`config.mk`:
```
export PLATFORM = sky130hd
export DESIGN_NAME = feacw_config_words
export DESIGN_NICKNAME = d
export VERILOG_FILES = /design/src/rtl/feacw_pkg.sv /design/src/rtl/feacw_config_words.sv
export SDC_FILE = /design/constraint.sdc
export NUM_CORES = 1
export LEC_CHECK = 0
export BUFFER_PORTS_ARGS = -buffer_cell sky130_fd_sc_hd__buf_2
export CORE_UTILIZATION = 52
export CTS_BUF_LIST = sky130_fd_sc_hd__clkbuf_8
export CTS_CLUSTER_SIZE = 28
export DETAILED_ROUTE_END_ITERATION = 10
export GPL_ROUTABILITY_DRIVEN = 0
export PLACE_DENSITY = 0.95
export SETUP_SLACK_MARGIN = 0.5
export SYNTH_ARGS = -nofsm -noshare
export SYNTH_HDL_FRONTEND = slang
export SYNTH_SLANG_ARGS = --single-unit
```
`constraint.sdc`:
```
create_clock -name ref_clk -period 2.2 [get_ports ref_clk]
set_input_delay 0.11 -clock ref_clk [delete_from_list [all_inputs] [get_ports ref_clk]]
set_output_delay 0.11 -clock ref_clk [all_outputs]
set_load 0.01 [all_outputs]
```
`src/rtl/feacw_pkg.sv`:
```
package feacw_pkg;

  // ****************************************
  // word select codes
  // ****************************************
  localparam logic [1:0] SEL_WINDOW   = 2'h0;
  localparam logic [1:0] SEL_READPROT = 2'h1;
  localparam logic [1:0] SEL_SECURITY = 2'h2;

  // ****************************************
  // field positions
  // ****************************************
  localparam int WIN_POL_BIT   = 31;
  localparam int WIN_LOCK_BIT  = 15;
  localparam int RP_LOCK_BIT   = 31;
  localparam int END_LSB       = 16;
  localparam int START_LSB     = 0;
  localparam int BLK_W         = 9;
  localparam int SEC_SWR_BIT   = 12;
  localparam int SEC_SER_BIT   = 10;
  localparam int SEC_BOOT_BIT  = 9;
  localparam int SEC_BSEL_BIT  = 8;
  localparam int SEC_DBG_BIT   = 2;
  localparam int SEC_IDA_BIT   = 0;

  // ****************************************
  // reset / erased values and sticky security bit mask
  // ****************************************
  localparam logic [31:0] WORD_ERASED = 32'hFFFFFFFF;
  localparam logic [31:0] SEC_STICKY  = 32'h00000605;

endpackage

```
`src/rtl/feacw_config_words.sv`:
```
// Operation
// - commit whole four-byte words only
// - copy staged high/low data into word
// - polarity selects inside or outside shielding
// - window lock zero refuses window changes
// - window lock restored only by release
// - release blocked by erase/boot disables
// - readprotect lock refuses changes, release restores
// - read-protect word hidden after reset
// - serial write enable bit twelve
// - serial erase enable bit ten
// - boot rewrite enable bit nine
// - boot select picks cluster when swap off
// - debug connect enable bit two
// - id auth disable bit zero
// - sticky security bits never return one
`timescale 1ns/100ps
module feacw_config_words
(
  input  wire logic        ref_clk,
  input  wire logic        sys_rst,
  input  wire logic [15:0] write_data_high,
  input  wire logic [15:0] write_data_low,
  input  wire logic        cmd_start,
  input  wire logic [1:0]  cmd_select,
  input  wire logic        release_req,
  input  wire logic        flash_all_erased,
  input  wire logic        boot_swap_mode_bit,
  output logic             cmd_done,
  output logic             cmd_fail,
  output logic             release_done,
  output logic             release_fail,
  output logic             window_polarity_bit,
  output logic [8:0]       window_start_block,
  output logic [8:0]       window_end_block,
  output logic             window_lock_bit,
  output logic             readprot_lock_bit,
  output logic [8:0]       readprot_start_block,
  output logic [8:0]       readprot_end_block,
  output logic             serial_write_enable,
  output logic             serial_erase_enable,
  output logic             boot_rewrite_enable,
  output logic             boot_cluster_select,
  output logic             boot_from_cluster1,
  output logic             debug_connect_enable,
  output logic             id_auth_disable,
  output logic [31:0]      window_word,
  output logic [31:0]      security_word
);

  // ****************************************
  // stored words
  // ****************************************
  logic [31:0] win_q, win_d;
  logic [31:0] rp_q, rp_d;
  logic [31:0] sec_q, sec_d;
  logic        done_q, fail_q, rdone_q, rfail_q;
  logic        boot1_q;

  wire  [31:0] staged     = {write_data_high, write_data_low};
  wire         win_locked = ~win_q[feacw_pkg::WIN_LOCK_BIT];
  wire         rp_locked  = ~rp_q[feacw_pkg::RP_LOCK_BIT];
  wire         do_win     = cmd_start && cmd_select == feacw_pkg::SEL_WINDOW;
  wire         do_rp      = cmd_start && cmd_select == feacw_pkg::SEL_READPROT;
  wire         do_sec     = cmd_start && cmd_select == feacw_pkg::SEL_SECURITY;
  wire         bad_sel    = cmd_start && cmd_select == 2'h3;
  wire         refuse     = (do_win && win_locked) || (do_rp && rp_locked) || bad_sel;
  wire         rel_ok     = sec_q[feacw_pkg::SEC_SER_BIT] && sec_q[feacw_pkg::SEC_BOOT_BIT]
                            && flash_all_erased;
  wire         do_rel     = release_req && rel_ok;

  // ****************************************
  // security bits
  // ****************************************
  logic [31:0] sec_new;
  logic [31:0] sec_rel;

  // sticky bits only fall, release included
  genvar gi;
  generate
    for (gi = 0; gi < 32; gi = gi + 1)
    begin : g_sec_bit
      if (feacw_pkg::SEC_STICKY[gi])
      begin : g_sticky
        assign sec_new[gi] = staged[gi] & sec_q[gi];
        assign sec_rel[gi] = sec_q[gi];
      end
      else
      begin : g_free
        assign sec_new[gi] = staged[gi];
        assign sec_rel[gi] = 1'h1;
      end
    end
  endgenerate

  // ****************************************
  // next values
  // ****************************************
  wire         win_take   = do_win && !win_locked;
  wire         rp_take    = do_rp && !rp_locked;
  wire         done_d     = cmd_start;
  wire         fail_d     = refuse;
  wire         rdone_d    = release_req;
  wire         rfail_d    = release_req && !rel_ok;
  wire         boot1_d    = ~boot_swap_mode_bit
                            & ~sec_d[feacw_pkg::SEC_BSEL_BIT];

  assign win_d = do_rel   ? feacw_pkg::WORD_ERASED
               : win_take ? staged
               :            win_q;
  assign rp_d  = do_rel   ? feacw_pkg::WORD_ERASED
               : rp_take  ? staged
               :            rp_q;
  assign sec_d = do_rel   ? sec_rel
               : do_sec   ? sec_new
               :            sec_q;

  // ****************************************
  // word registers
  // ****************************************
  always_ff @(posedge ref_clk)
  begin
    if (sys_rst)
    begin
      win_q <= feacw_pkg::WORD_ERASED;
    end
    else
    begin
      win_q <= win_d;
    end
  end

  always_ff @(posedge ref_clk)
  begin
    if (sys_rst)
    begin
      rp_q <= feacw_pkg::WORD_ERASED;
    end
    else
    begin
      rp_q <= rp_d;
    end
  end

  always_ff @(posedge ref_clk)
  begin
    if (sys_rst)
    begin
      sec_q <= feacw_pkg::WORD_ERASED;
    end
    else
    begin
      sec_q <= sec_d;
    end
  end

  // ****************************************
  // command status
  // ****************************************
  always_ff @(posedge ref_clk)
  begin
    if (sys_rst)
    begin
      done_q <= 1'b0;
      fail_q <= 1'b0;
    end
    else
    begin
      done_q <= done_d;
      fail_q <= fail_d;
    end
  end

  // ****************************************
  // release status
  // ****************************************
  always_ff @(posedge ref_clk)
  begin
    if (sys_rst)
    begin
      rdone_q <= 1'b0;
      rfail_q <= 1'b0;
    end
    else
    begin
      rdone_q <= rdone_d;
      rfail_q <= rfail_d;
    end
  end

  // ****************************************
  // boot cluster
  // ****************************************
  always_ff @(posedge ref_clk)
  begin
    if (sys_rst)
    begin
      boot1_q <= 1'b0;
    end
    else
    begin
      boot1_q <= boot1_d;
    end
  end

  // ****************************************
  // outputs
  // ****************************************
  assign cmd_done             = done_q;
  assign cmd_fail             = fail_q;
  assign release_done         = rdone_q;
  assign release_fail         = rfail_q;
  assign window_word          = win_q;
  assign window_polarity_bit  = win_q[feacw_pkg::WIN_POL_BIT];
  assign window_lock_bit      = win_q[feacw_pkg::WIN_LOCK_BIT];
  assign window_start_block   = win_q[feacw_pkg::START_LSB +: feacw_pkg::BLK_W];
  assign window_end_block     = win_q[feacw_pkg::END_LSB +: feacw_pkg::BLK_W];
  assign readprot_lock_bit    = rp_q[feacw_pkg::RP_LOCK_BIT];
  assign readprot_start_block = rp_q[feacw_pkg::START_LSB +: feacw_pkg::BLK_W];
  assign readprot_end_block   = rp_q[feacw_pkg::END_LSB +: feacw_pkg::BLK_W];
  assign security_word        = sec_q;
  assign serial_write_enable  = sec_q[feacw_pkg::SEC_SWR_BIT];
  assign serial_erase_enable  = sec_q[feacw_pkg::SEC_SER_BIT];
  assign boot_rewrite_enable  = sec_q[feacw_pkg::SEC_BOOT_BIT];
  assign boot_cluster_select  = sec_q[feacw_pkg::SEC_BSEL_BIT];
  assign boot_from_cluster1   = boot1_q;
  assign debug_connect_enable = sec_q[feacw_pkg::SEC_DBG_BIT];
  assign id_auth_disable      = sec_q[feacw_pkg::SEC_IDA_BIT];
  // no full read-protect word output: hidden from software

endmodule

```
# Yosys cells after proc, flatten, opt, wreduce, memory -nomap -nowiden

Index checks and enable logic that the tools add are counted.

Register bits: 101
Input bits: 40
Output and inout bits: 114
Word-level logic and storage cells: 43

Equal/unequal tests: 3
Multiplexer cells: 2
Bitwise operators: 10
Reduce and logical (&&, ||, !) cells: 18

Operator list:

| cell                                          | number |
|---|---|
| 2-to-1 mux 9 bit                              | 2 |
| logical AND 1 bit                             | 12 |
| bitwise AND 1 bit                             | 5 |
| NOT 1 bit                                     | 5 |
| == test 2 bit, second input constant          | 2 |
| == test 2 x 1 -> 1 bit, second input constant | 1 |
| logical NOT 2 bit                             | 1 |
| logical OR 1 bit                              | 2 |
| AND reduction 2 bit                           | 1 |
| OR reduction 2 bit                            | 1 |
| logical NOT 1 bit                             | 1 |

# Depth between registers and ports, before layout

Gate-level depths: netlist of the first run.

Depth in word-level cells: 6
Depth in mapped cells: 6
Depth with buffers taken out: 3

# Worst setup path before layout of the first run

OpenSTA, ideal clock, no wires.

Kind: register -> register
From: reg sec_q[9], in the netlist security_word[9]
To: reg rp_q[0]
Library setup time: 137 ps
Data arrival time: 1026 ps
Required time: 2063 ps
Setup slack: 1037 ps
Stages on the path, launching flop included: 4
Path buffers: 1
Period minus slack after synthesis: 1163 ps
Cells stage by stage: dfxtp_1 -> a41oi_2 -> clkbuf_1 -> nand3_1

Word-level cells in the longest chain between the ends: 4

RTL lines:

| item                         | RTL line                  | RTL |
|---|---|---|
| start: declaration           | feacw_config_words.sv:56  | `logic [31:0] sec_q, sec_d;` |
| start signal: assignment     | feacw_config_words.sv:149 | `sec_q <= feacw_pkg::WORD_ERASED;` |
| logical AND 1 bit            | feacw_config_words.sv:68  | `wire rel_ok = sec_q[feacw_pkg::SEC_SER_BIT] && sec_q[feacw_pkg::SEC_BOOT_BIT]` |
| logical AND 1 bit            | feacw_config_words.sv:69  | `&& flash_all_erased;` |
| logical AND 1 bit            | feacw_config_words.sv:70  | `wire do_rel = release_req && rel_ok;` |
| OR reduction 2 bit (no line) | n/a                       |  |
| end signal: assignment       | feacw_config_words.sv:137 | `rp_q <= feacw_pkg::WORD_ERASED;` |
| end signal: assignment       | feacw_config_words.sv:141 | `rp_q <= rp_d;` |
| end: declaration             | feacw_config_words.sv:55  | `logic [31:0] rp_q, rp_d;` |

Every way passes these cells.
A chain may end at the register's enable or synchronous reset.

# Worst setup path in the final report of the first run

From: reg win_q[15], in the netlist window_word[15]
To: reg win_q[14], in the netlist window_word[14]

Word-level cells in the longest chain between the ends: 1

RTL lines:

| item                     | RTL line                  | RTL |
|---|---|---|
| start: declaration       | feacw_config_words.sv:54  | `logic [31:0] win_q, win_d;` |
| start signal: assignment | feacw_config_words.sv:125 | `win_q <= feacw_pkg::WORD_ERASED;` |
| start signal: assignment | feacw_config_words.sv:129 | `win_q <= win_d;` |
| logical AND 1 bit        | feacw_config_words.sv:99  | `wire win_take = do_win && !win_locked;` |

Every way passes these cells.

==> results of run 1 <==
==> logic make-up (layout without fill, tap and decap cells) <==
family	Yosys count	after routing	synth area share, %
AOI/OAI and AO/OA	9	9	2.15
buffers and inverters	54	195	10.8
DFF	88	88	53.1
and+or+nand+nor	256	256	34.0
==> power by group through the flow <==
stage	clock network (mW)	logic [mW]	registers [mW]
after floorplan	0	0.210	1.77
after global placement	0	0.378	1.73
after detailed placement	0	0.389	1.74
after CTS	1.13	0.415	1.70
after global routing	1.20	0.464	1.71
final	1.12	0.418	1.70
==> cell usage after synthesis (all sizes together) <==
master	instances	area (sq um)
a41oi	2	32.5
nand4b	1	23.8
and3b	1	8.76
and2	1	6.26
a21oi	5	25.0
nor3	2	10.0
and4bb	1	12.5
dfxtp	88	1760
and4b	2	20.0
nand2b	1	6.26
nand2	156	586
clkbuf	4	15.0
nor2b	1	6.26
nand4bb	1	11.3
nand3b	2	15.0
inv	1	3.75
o41ai	1	8.76
buf	49	339
nand3	78	390
nor2	9	33.8
o21ai	1	5.00
==> routing by layer <==
metal  track usage (%)  vias to the layer above  wire length [um]
met4              12.6                        0               136
met2              46.9                      115              4520
li1                  -                     1559                 -
met1              32.6                     1513              3730
met3              4.33                       12               473
met5                 0                        -                 0
==> registers in the layout, summed over array words and instances, names as in the netlist <==
register,cells
release_fail,1
rp_q,19
security_word,32
cmd_done,1
boot_from_cluster1,1
window_word,32
release_done,1
cmd_fail,1
==> worst reg2reg max path, cell delays in order, from the launching register on <==
cell and delay [ns]:
dfxtp_1 0.42, and4bb_2 0.75, nand2_1 0.15, nand3_1 0.12
==> cells in the final DEF, fill, tap and decap left out, types with 4 or more instances in the layout <==
master and count:
a21oi_1 5, buf_2 153, buf_4 4, clkbuf_8 11, dfxtp_1 88, dlygate4sd3_1 19, inv_1 4, nand2_1 156
nand3_1 78, nor2_1 9
==> worst min-delay path by stage <==
stage,start,endpoint,slack (ns),cells past startpoint
after floorplan,sys_rst,release_done,0.19,1
after global placement,write_data_high[9],window_word[25],0.34,3
after detailed placement,write_data_high[9],security_word[25],0.34,3
after CTS,write_data_low[4],security_word[4],0.0007,3
after global routing,write_data_low[2],window_word[2],0.001,3
final,write_data_low[11],security_word[11],0.006,3
==> per-stage QoR <==
| step | utilization [%] | setup slack [ns] | hold WS (ns) |
|---|---|---|---|
| 2_1_floorplan | - | 1.04 | 0.189 |
| 3_3_place_gp | 64.8 | 0.807 | 0.335 |
| 3_5_place_dp | 64.8 | 0.735 | 0.340 |
| 4_1_cts | 71.3 | 0.714 | 0.000699 |
| 5_1_grt | 71.3 | 0.580 | 0.00118 |
| 6_report | 71.3 | 0.711 | 0.00570 |
==> cell type report <==
type / count / area, sq um
inverters: 1 / 3.75
fillers: 477 / 1730
clock inverters: 5 / 48.8
well taps: 75 / 93.8
repair buffers: 178 / 1030
flip-flops and latches: 88 / 1760
clock buffers: 11 / 151
multi-input cells: 265 / 1210
==> qor.yml, run 1 <==
fp.dieW_um: 81.9
cts_resized: 0
r2r-start: "window_word[15]"
track_usage_pct: 27.1
fin_crit_sh_pct: 67.7
cts_tree: "yes"
cts-root-buf: "clkbuf_8"
start_kind: "flop"
cts_hold_buf: 19
relSlewSlack_pct: 50.6
ant_nets: 0
r2r_slack_ns: 0.71
place_area_sq_um: 3910
synth_nets: 447
stdcell_count: 623
power_frac_seq_pct: 52.6
crit_type: "reg -> reg"
status: "complete, no violations"
yosysWarnings: 0
syn_area_per_cell_sq_um: 8.16
hold_viol_final: 0
overflow: 0
grt_max_degree: 81
cts_setup_buffers: 0
ys_ff_latch: 88
r2r_end: "window_word[14]"
p_leak_nw: 2.08
nets: 583
clockPowerShare_pct: 34.5
yosysSeqAreaShare_pct: 53.1
io-pin-count: 154
path_clk_slew_ns: 0.08
final_area_sq_um: 4300
worst-path-stages: 3
critPathArrivalTime_ns: 1.77
diodes: 0
path_buf_inv: 0
io_buffers: 153
p_per_area_nw_per_um2: 753
antenna_found_initial: 0
htreeDepth: 3
drc: 0
dp.cells: 588
worst_pin_slew_ns: 0.741
syn-cell-area_sq_um: 3320
power.total_mw: 3.24
grt_pass1_wl_um: 13500
cts_buffer_depth: 2
coreArea_sq_um: 6030
crit_end: "window_word[14]"
cts_buffers: 9
detailed_place_hpwl_um: 5810
worstRegToRegCells: 3
report.final.slew_viol_count: 0
start_util_pct: 55.1
critPathRequiredTime_ns: 2.49
skew_ns: 0.00632
critPathTopFamily: "simple AND/OR/NAND/NOR gates"
num_vias: 3199
drt_iter0_drc: 185
comb_power_share_pct: 12.9
syn_inst: 407
final.min_clock_period_ns: 1.49
rsz0062_at_grt: "false"
endpoint_kind: "flop"
synthDistinctLibCells: 23
dieArea_sq_um: 6710
routed_wl_um: 8860
crit_chain: "and4bb_2 > nand2_1 > nand3_1"
die_y_um: 81.9
via_per_inst: 5.13
area.growth.synth_to_final_pct: 29.4
tns_ns: 0
cp_max_fo: 31
clock.fmax_mhz: 672
first_pass_iters: 5
swShare_pct: 25.5
irDropWorstVdd_uv: 449
clock_sinks: 88
p_sw_mw: 0.824
clock_latency_ns: 0.35
setup_viol: 0
grt_pass1_vias: 2907
num_rows: 28
worstSetupStartpoint: "window_word[15]"
wire_per_inst_um: 14.2
hold_class: "in -> reg"
layout-drive-gt1-share_pct: 32.1
intPower_mw: 2.41
slowest_stage: "and4bb_2"
drv_cap: 0
worst_path_largest_cell_delay_ns: 0.75
Note: power is estimated with default switching activity, not from simulation.
==> run 2, diff against run 1 <==
Settings changed: ABC_AREA set to 1, CORE_UTILIZATION 52 to 44, PLACE_DENSITY 0.95 to 0.89.
Clock period 2.2 ns to 1.3 ns, I/O delays scaled along.
==> run 2 against run 1 <==
  * First-iteration DRC count decreased by 11%
  * Clock skew rose by 0.0039 ns
  * Final area increased by 36%
  * Count of clock-buffer cells in the layout unchanged
  * Critical path depth is 3 higher
  * Die area up 20%
  * Largest cell class is now buffers
  * Largest power group unchanged
  * Highest routed layer unchanged
==> qor.yml, run 2 <==
path_clk_slew_ns: 0.08  # about the same
io-pin-count: 154  # unchanged
cts_buffers: 9  # unchanged
status: "complete, no violations"
fp.dieW_um: 89.6  # +9.4%
skew_ns: 0.0103  # +0.00395 ns
worst_pin_slew_ns: 0.326  # -0.415 ns
io_buffers: 153  # unchanged
detailed_place_hpwl_um: 6530  # +12%
synth_area_leaders: "dfxtp_1, nand2_1, nand3_1"
fin_crit_sh_pct: 88.5  # +21 points
yosysMostFrequentCell: "nand2_1"
report.final.slew_viol_count: 0  # unchanged
p_leak_nw: 2.88  # +39%
place_area_sq_um: 4120  # +5.4%
cts_tree: "yes"
yosysTopAreaCell: "dfxtp_1"
irDropWorstVdd_uv: 740  # +65%
wire_per_inst_um: 18.0  # +27%
setup_viol: 0  # unchanged
grtUsageMet2_pct: 52.3  # +5.5 points
synth-main-ff-cell: "dfxtp_1"
num_rows: 31  # +11%
track_usage_pct: 29.5  # +2.5 points
clock_sinks: 88  # unchanged
nets: 630  # +8.1%
final_common_cell: "nand2_1"
hold_viol_final: 0  # unchanged
place_ws_ns: 0.171  # -0.564 ns
yosys-top-cells-count: "nand2_1, dfxtp_1, nand3_1"
area.growth.synth_to_final_pct: 73.3
grt_pass1_vias: 3692  # +27%
critPathArrivalTime_ns: 1.39  # -0.38 ns
crit_type: "reg -> reg"
start_kind: "flop"
layout-drive-gt1-share_pct: 55.7  # +24 points
clock_latency_ns: 0.35  # about the same
yosysSeqAreaShare_pct: 52.2  # -0.87 points
routed_wl_um: 12500  # +41%
first_pass_iters: 5  # unchanged
busiest_layer: "met2"
met3_usage_pct: 7.40  # +3.1 points
final.min_clock_period_ns: 1.15  # -0.339 ns
htreeDepth: 3  # unchanged
ys_ff_latch: 88  # unchanged
endpoint_kind: "flop"
yosysWarnings: 0  # unchanged
synth-edff-count: 0  # unchanged
critPathRequiredTime_ns: 1.54  # -0.95 ns
syn-cell-area_sq_um: 3380  # +1.7%
tns_ns: 0  # unchanged
async_flop_share_pct: 0  # unchanged
timing.final.ws_setup_ns: 0.150  # -0.561 ns
ant_nets: 0  # unchanged
drc: 0  # unchanged
num_vias: 3705  # +16%
power.total_mw: 6.15  # +90%
coreArea_sq_um: 7330  # +22%
drt_iter0_drc: 165  # -11%
synth_top_area_share_pct: 52.2  # -0.87 points
layout_common_cells: "nand2_1, buf_6, dfxtp_2"
die_y_um: 89.6  # +9.4%
dieArea_sq_um: 8030  # +20%
diodes: 0  # unchanged
overflow: 0  # unchanged
synth_nets: 447  # unchanged
clock.fmax_mhz: 869  # +29%
syn_inst: 407  # unchanged
synthDistinctLibCells: 22  # -4.3%
hold_class: "in -> reg"
cts-root-buf: "clkbuf_8"
start_util_pct: 46.0  # -9.1 points
cp_max_fo: 4  # -87%
final_area_sq_um: 5850  # +36%
relSlewSlack_pct: 78.3  # +28 points
drv_cap: 0  # unchanged
p_per_area_nw_per_um2: 1050  # +40%
grt_max_degree: 30  # -63%
grt_pass1_wl_um: 17600  # +30%
syn_area_per_cell_sq_um: 8.29  # +1.7%
rsz0062_at_grt: "true"
antenna_found_initial: 0  # unchanged
met1_usage_pct: 30.1  # -2.4 points
fin_util_pct: 79.8  # +8.5 points
via_per_inst: 5.35  # +4.1%
cts_buffer_depth: 2  # unchanged
==> run 2: cell count changes after synthesis, sizes merged, moves of 2 or more <==
| cell | previous run | this run |
|---|---|---|
| buf | 49 | 41 |
| nand4 | 0 | 10 |
| and4b | 2 | 0 |
| a21oi | 5 | 1 |
| a41oi | 2 | 0 |
| o211ai | 0 | 31 |
| nand2 | 156 | 130 |
| inv | 1 | 24 |
| nand3 | 78 | 44 |
| nor2 | 9 | 25 |
| clkbuf | 4 | 7 |
==> run 2: routing by layer <==
layer | wire length [um] | share of wire (%)
met1 | 4640 | 37
met2 | 6320 | 51
met3 | 960 | 7.7
met4 | 569 | 4.6
met5 | 0 | 0
==> run 2: area by class of cell <==
class,count,area [sq um]
timing repair buffer,219,2180
multi-input combinational,247,1310
clock inverter,4,68.8
fill,436,1480
clock buffer,11,151
sequential,88,1920
tap,99,124
inverter,25,95.1
==> run 2: final timing paths <==
kind	end	depth (start not counted)	from	slack, ns
setup / recovery	security_word[9]	6	security_word[9]	0.15
hold / removal	rp_q[31]	3	cmd_select[1]	0.002
setup reg to reg	security_word[9]	6	security_word[9]	0.15
hold reg to reg	rp_q[0]	2	rp_q[0]	0.47
==> run 2: worst max-delay path, stage by stage (launching register included) <==
cell and delay [ns]:
dfxtp_4 0.36, buf_4 0.15, nand4_1 0.13, buf_4 0.17, nand3b_1 0.09, nand2_1 0.09
nand2_1 0.05
==> run 2: where the power goes <==
part	internal, mW	switching, mW
Sequential	2.80	0.107
Clock	1.17	0.924
Combinational	0.598	0.546
==> run 2: cells by family after synthesis <==
group,Yosys count,share of synthesized area [%]
compound gates,35,9.12
buf+inv,73,12.1
flops,88,52.2
simple gates,211,26.6
==> run 2: timing repair <==
item,CTS,global route
resized for setup,210,22
setup buffers,20,5
setup endpoints to repair,199,199
hold endpoints to repair,34,0
cloned,5,3
pin swaps,7,5
hold buffers,20,0
==> run 2: stage by stage <==
stage                     std cells  hold WS, ns
after floorplan                 407        0.136
after global placement          625        0.233
after detailed placement        625        0.237
after CTS                       685     -0.00923
after global routing            693      0.00776
final                           693      0.00179
==> run 3, diff against run 2 <==
Settings changed: RECOVER_POWER set to 25.
==> run 3 against run 2 <==
  * Critical path type unchanged
  * Clock power about the same
  * Critical path depth did not move
  * Largest power group unchanged
  * Largest cell class unchanged
  * Non-clock buffer count stayed put
  * Fmax increased by 0.66%
==> qor.yml, run 3 (synthesis gave the netlist of run 2 again) <==
cts_tree: "yes"
clock_sinks: 88  # unchanged
htreeDepth: 3  # unchanged
cts_buffers: 9  # unchanged
status: "complete, no violations"
final_common_cell: "nand2_1"
path_clk_slew_ns: 0.08  # about the same
detailed_place_hpwl_um: 6530  # unchanged
nets: 630  # unchanged
first_pass_iters: 5  # unchanged
die_y_um: 89.6  # unchanged
layout-drive-gt1-share_pct: 47.6  # -8.1 points
io-pin-count: 154  # unchanged
setup_viol: 0  # unchanged
fp.dieW_um: 89.6  # unchanged
r2r_slack_ns: 0.16  # about the same
grt_pass1_wl_um: 17600  # unchanged
hold_class: "in -> reg"
start_util_pct: 46.0  # unchanged
endpoint_kind: "flop"
start_kind: "flop"
final_area_sq_um: 5790  # -1.0%
hold_slack_ns: 0.00228  # +0.000490 ns
path_buf_inv: 2  # unchanged
fillCellCount: 474  # +8.7%
worst_pin_slew_ns: 0.330  # +0.00459 ns
drc: 0  # unchanged
fin_crit_sh_pct: 87.9  # -0.58 points
wire_per_inst_um: 18.0  # -0.35%
fin_util_pct: 79.0  # -0.82 points
power.total_mw: 6.13  # -0.24%
area.growth.synth_to_final_pct: 71.5
dp.cells: 625  # unchanged
crit_chain: "buf_4 > nand4_1 > buf_4 > nand3b_1 > nand2_1 > nand2_1"
report.final.slew_viol_count: 0  # unchanged
cts_buffer_depth: 2  # unchanged
coreArea_sq_um: 7330  # unchanged
worst_path_largest_cell_delay_ns: 0.36  # about the same
skew_ns: 0.0113  # +0.00107 ns
hold_viol_final: 0  # unchanged
diodes: 0  # unchanged
clock.fmax_mhz: 875  # +0.66%
num_vias: 3702  # -0.081%
track_usage_pct: 29.5  # unchanged
final.min_clock_period_ns: 1.14  # -0.00758 ns
stdcell_count: 693  # unchanged
ant_nets: 0  # unchanged
cp_max_fo: 4  # unchanged
cts-root-buf: "clkbuf_8"
routed_wl_um: 12400  # -0.35%
drt_iter0_drc: 164  # -0.61%
place_area_sq_um: 4120  # unchanged
place_ws_ns: 0.171  # unchanged
dieArea_sq_um: 8030  # unchanged
grt_max_degree: 30  # unchanged
timing.final.ws_setup_ns: 0.157  # +0.00758 ns
overflow: 0  # unchanged
p_leak_nw: 2.89  # +0.24%
rsz0062_at_grt: "true"
p_per_area_nw_per_um2: 1060  # +0.80%
critPathRequiredTime_ns: 1.54  # about the same
via_per_inst: 5.34  # about the same
critPathArrivalTime_ns: 1.38  # about the same
critPathTopFamily: "flip-flops"
grt_pass1_vias: 3692  # unchanged
tns_ns: 0  # unchanged
clock_latency_ns: 0.35  # about the same
num_rows: 31  # unchanged
layout_common_cells: "nand2_1, buf_6, dfxtp_1"
drv_cap: 0  # unchanged
antenna_found_initial: 0  # unchanged
io_buffers: 153  # unchanged
slowest_stage: "dfxtp_4"
relSlewSlack_pct: 78.0  # -0.31 points
crit_type: "reg -> reg"
irDropWorstVdd_uv: 738  # -0.19%
==> run 3: cell types whose count changed in the layout (fill, tap and decap cells not counted) <==
cell      change
buf_2         -3
clkbuf_1      +3
dfxtp_2      -45
dfxtp_1      +45
==> run 3: worst reg2reg max path: cells and delay by family (launching register included) <==
family        cells  cell delay, ns
buf+inv           2            0.32
simple gates      4            0.35
flops             1            0.36
==> run 3: final timing paths <==
path                                       start                to  cells after the start
worst max-delay path            security_word[9]  security_word[9]                      6
worst min-delay path               cmd_select[1]          rp_q[31]                      3
worst max register to register  security_word[9]  security_word[9]                      6
worst min register to register           rp_q[0]           rp_q[0]                      2
==> run 3: metal layers <==
| metal | share of wire (%) | global-route usage, % |
|---|---|---|
| met5 | 0 | 0 |
| met1 | 37 | 30.1 |
| met2 | 51 | 52.3 |
| met4 | 4.1 | 21.6 |
| met3 | 7.7 | 7.40 |
==> run 3: power breakdown <==
group	internal [mW]	leakage, nW	switching, mW
registers	2.79	0.710	0.108
logic	0.596	2.06	0.545
clock network	1.17	0.117	0.925
total	4.56	2.89	1.58
==> run 3: layout make-up <==
type                    count  area (sq um)  share of cell area (%)
clock inverters             4          68.8                    1.19
inverters                  25          95.1                    1.64
well taps                  99           124                    2.14
clock buffers              11           151                    2.62
repair buffers            219          2170                    37.6
multi-input cells         247          1310                    22.7
flip-flops and latches     88          1860                    32.2
==> run 3: repair_timing <==
action,in CTS,in global routing
resized for setup,210,22
endpoints found under the hold margin,34,0
pin swaps,7,5
cloned,5,3
hold buffers,20,0
setup buffers,20,5
endpoints found under the setup margin,199,199
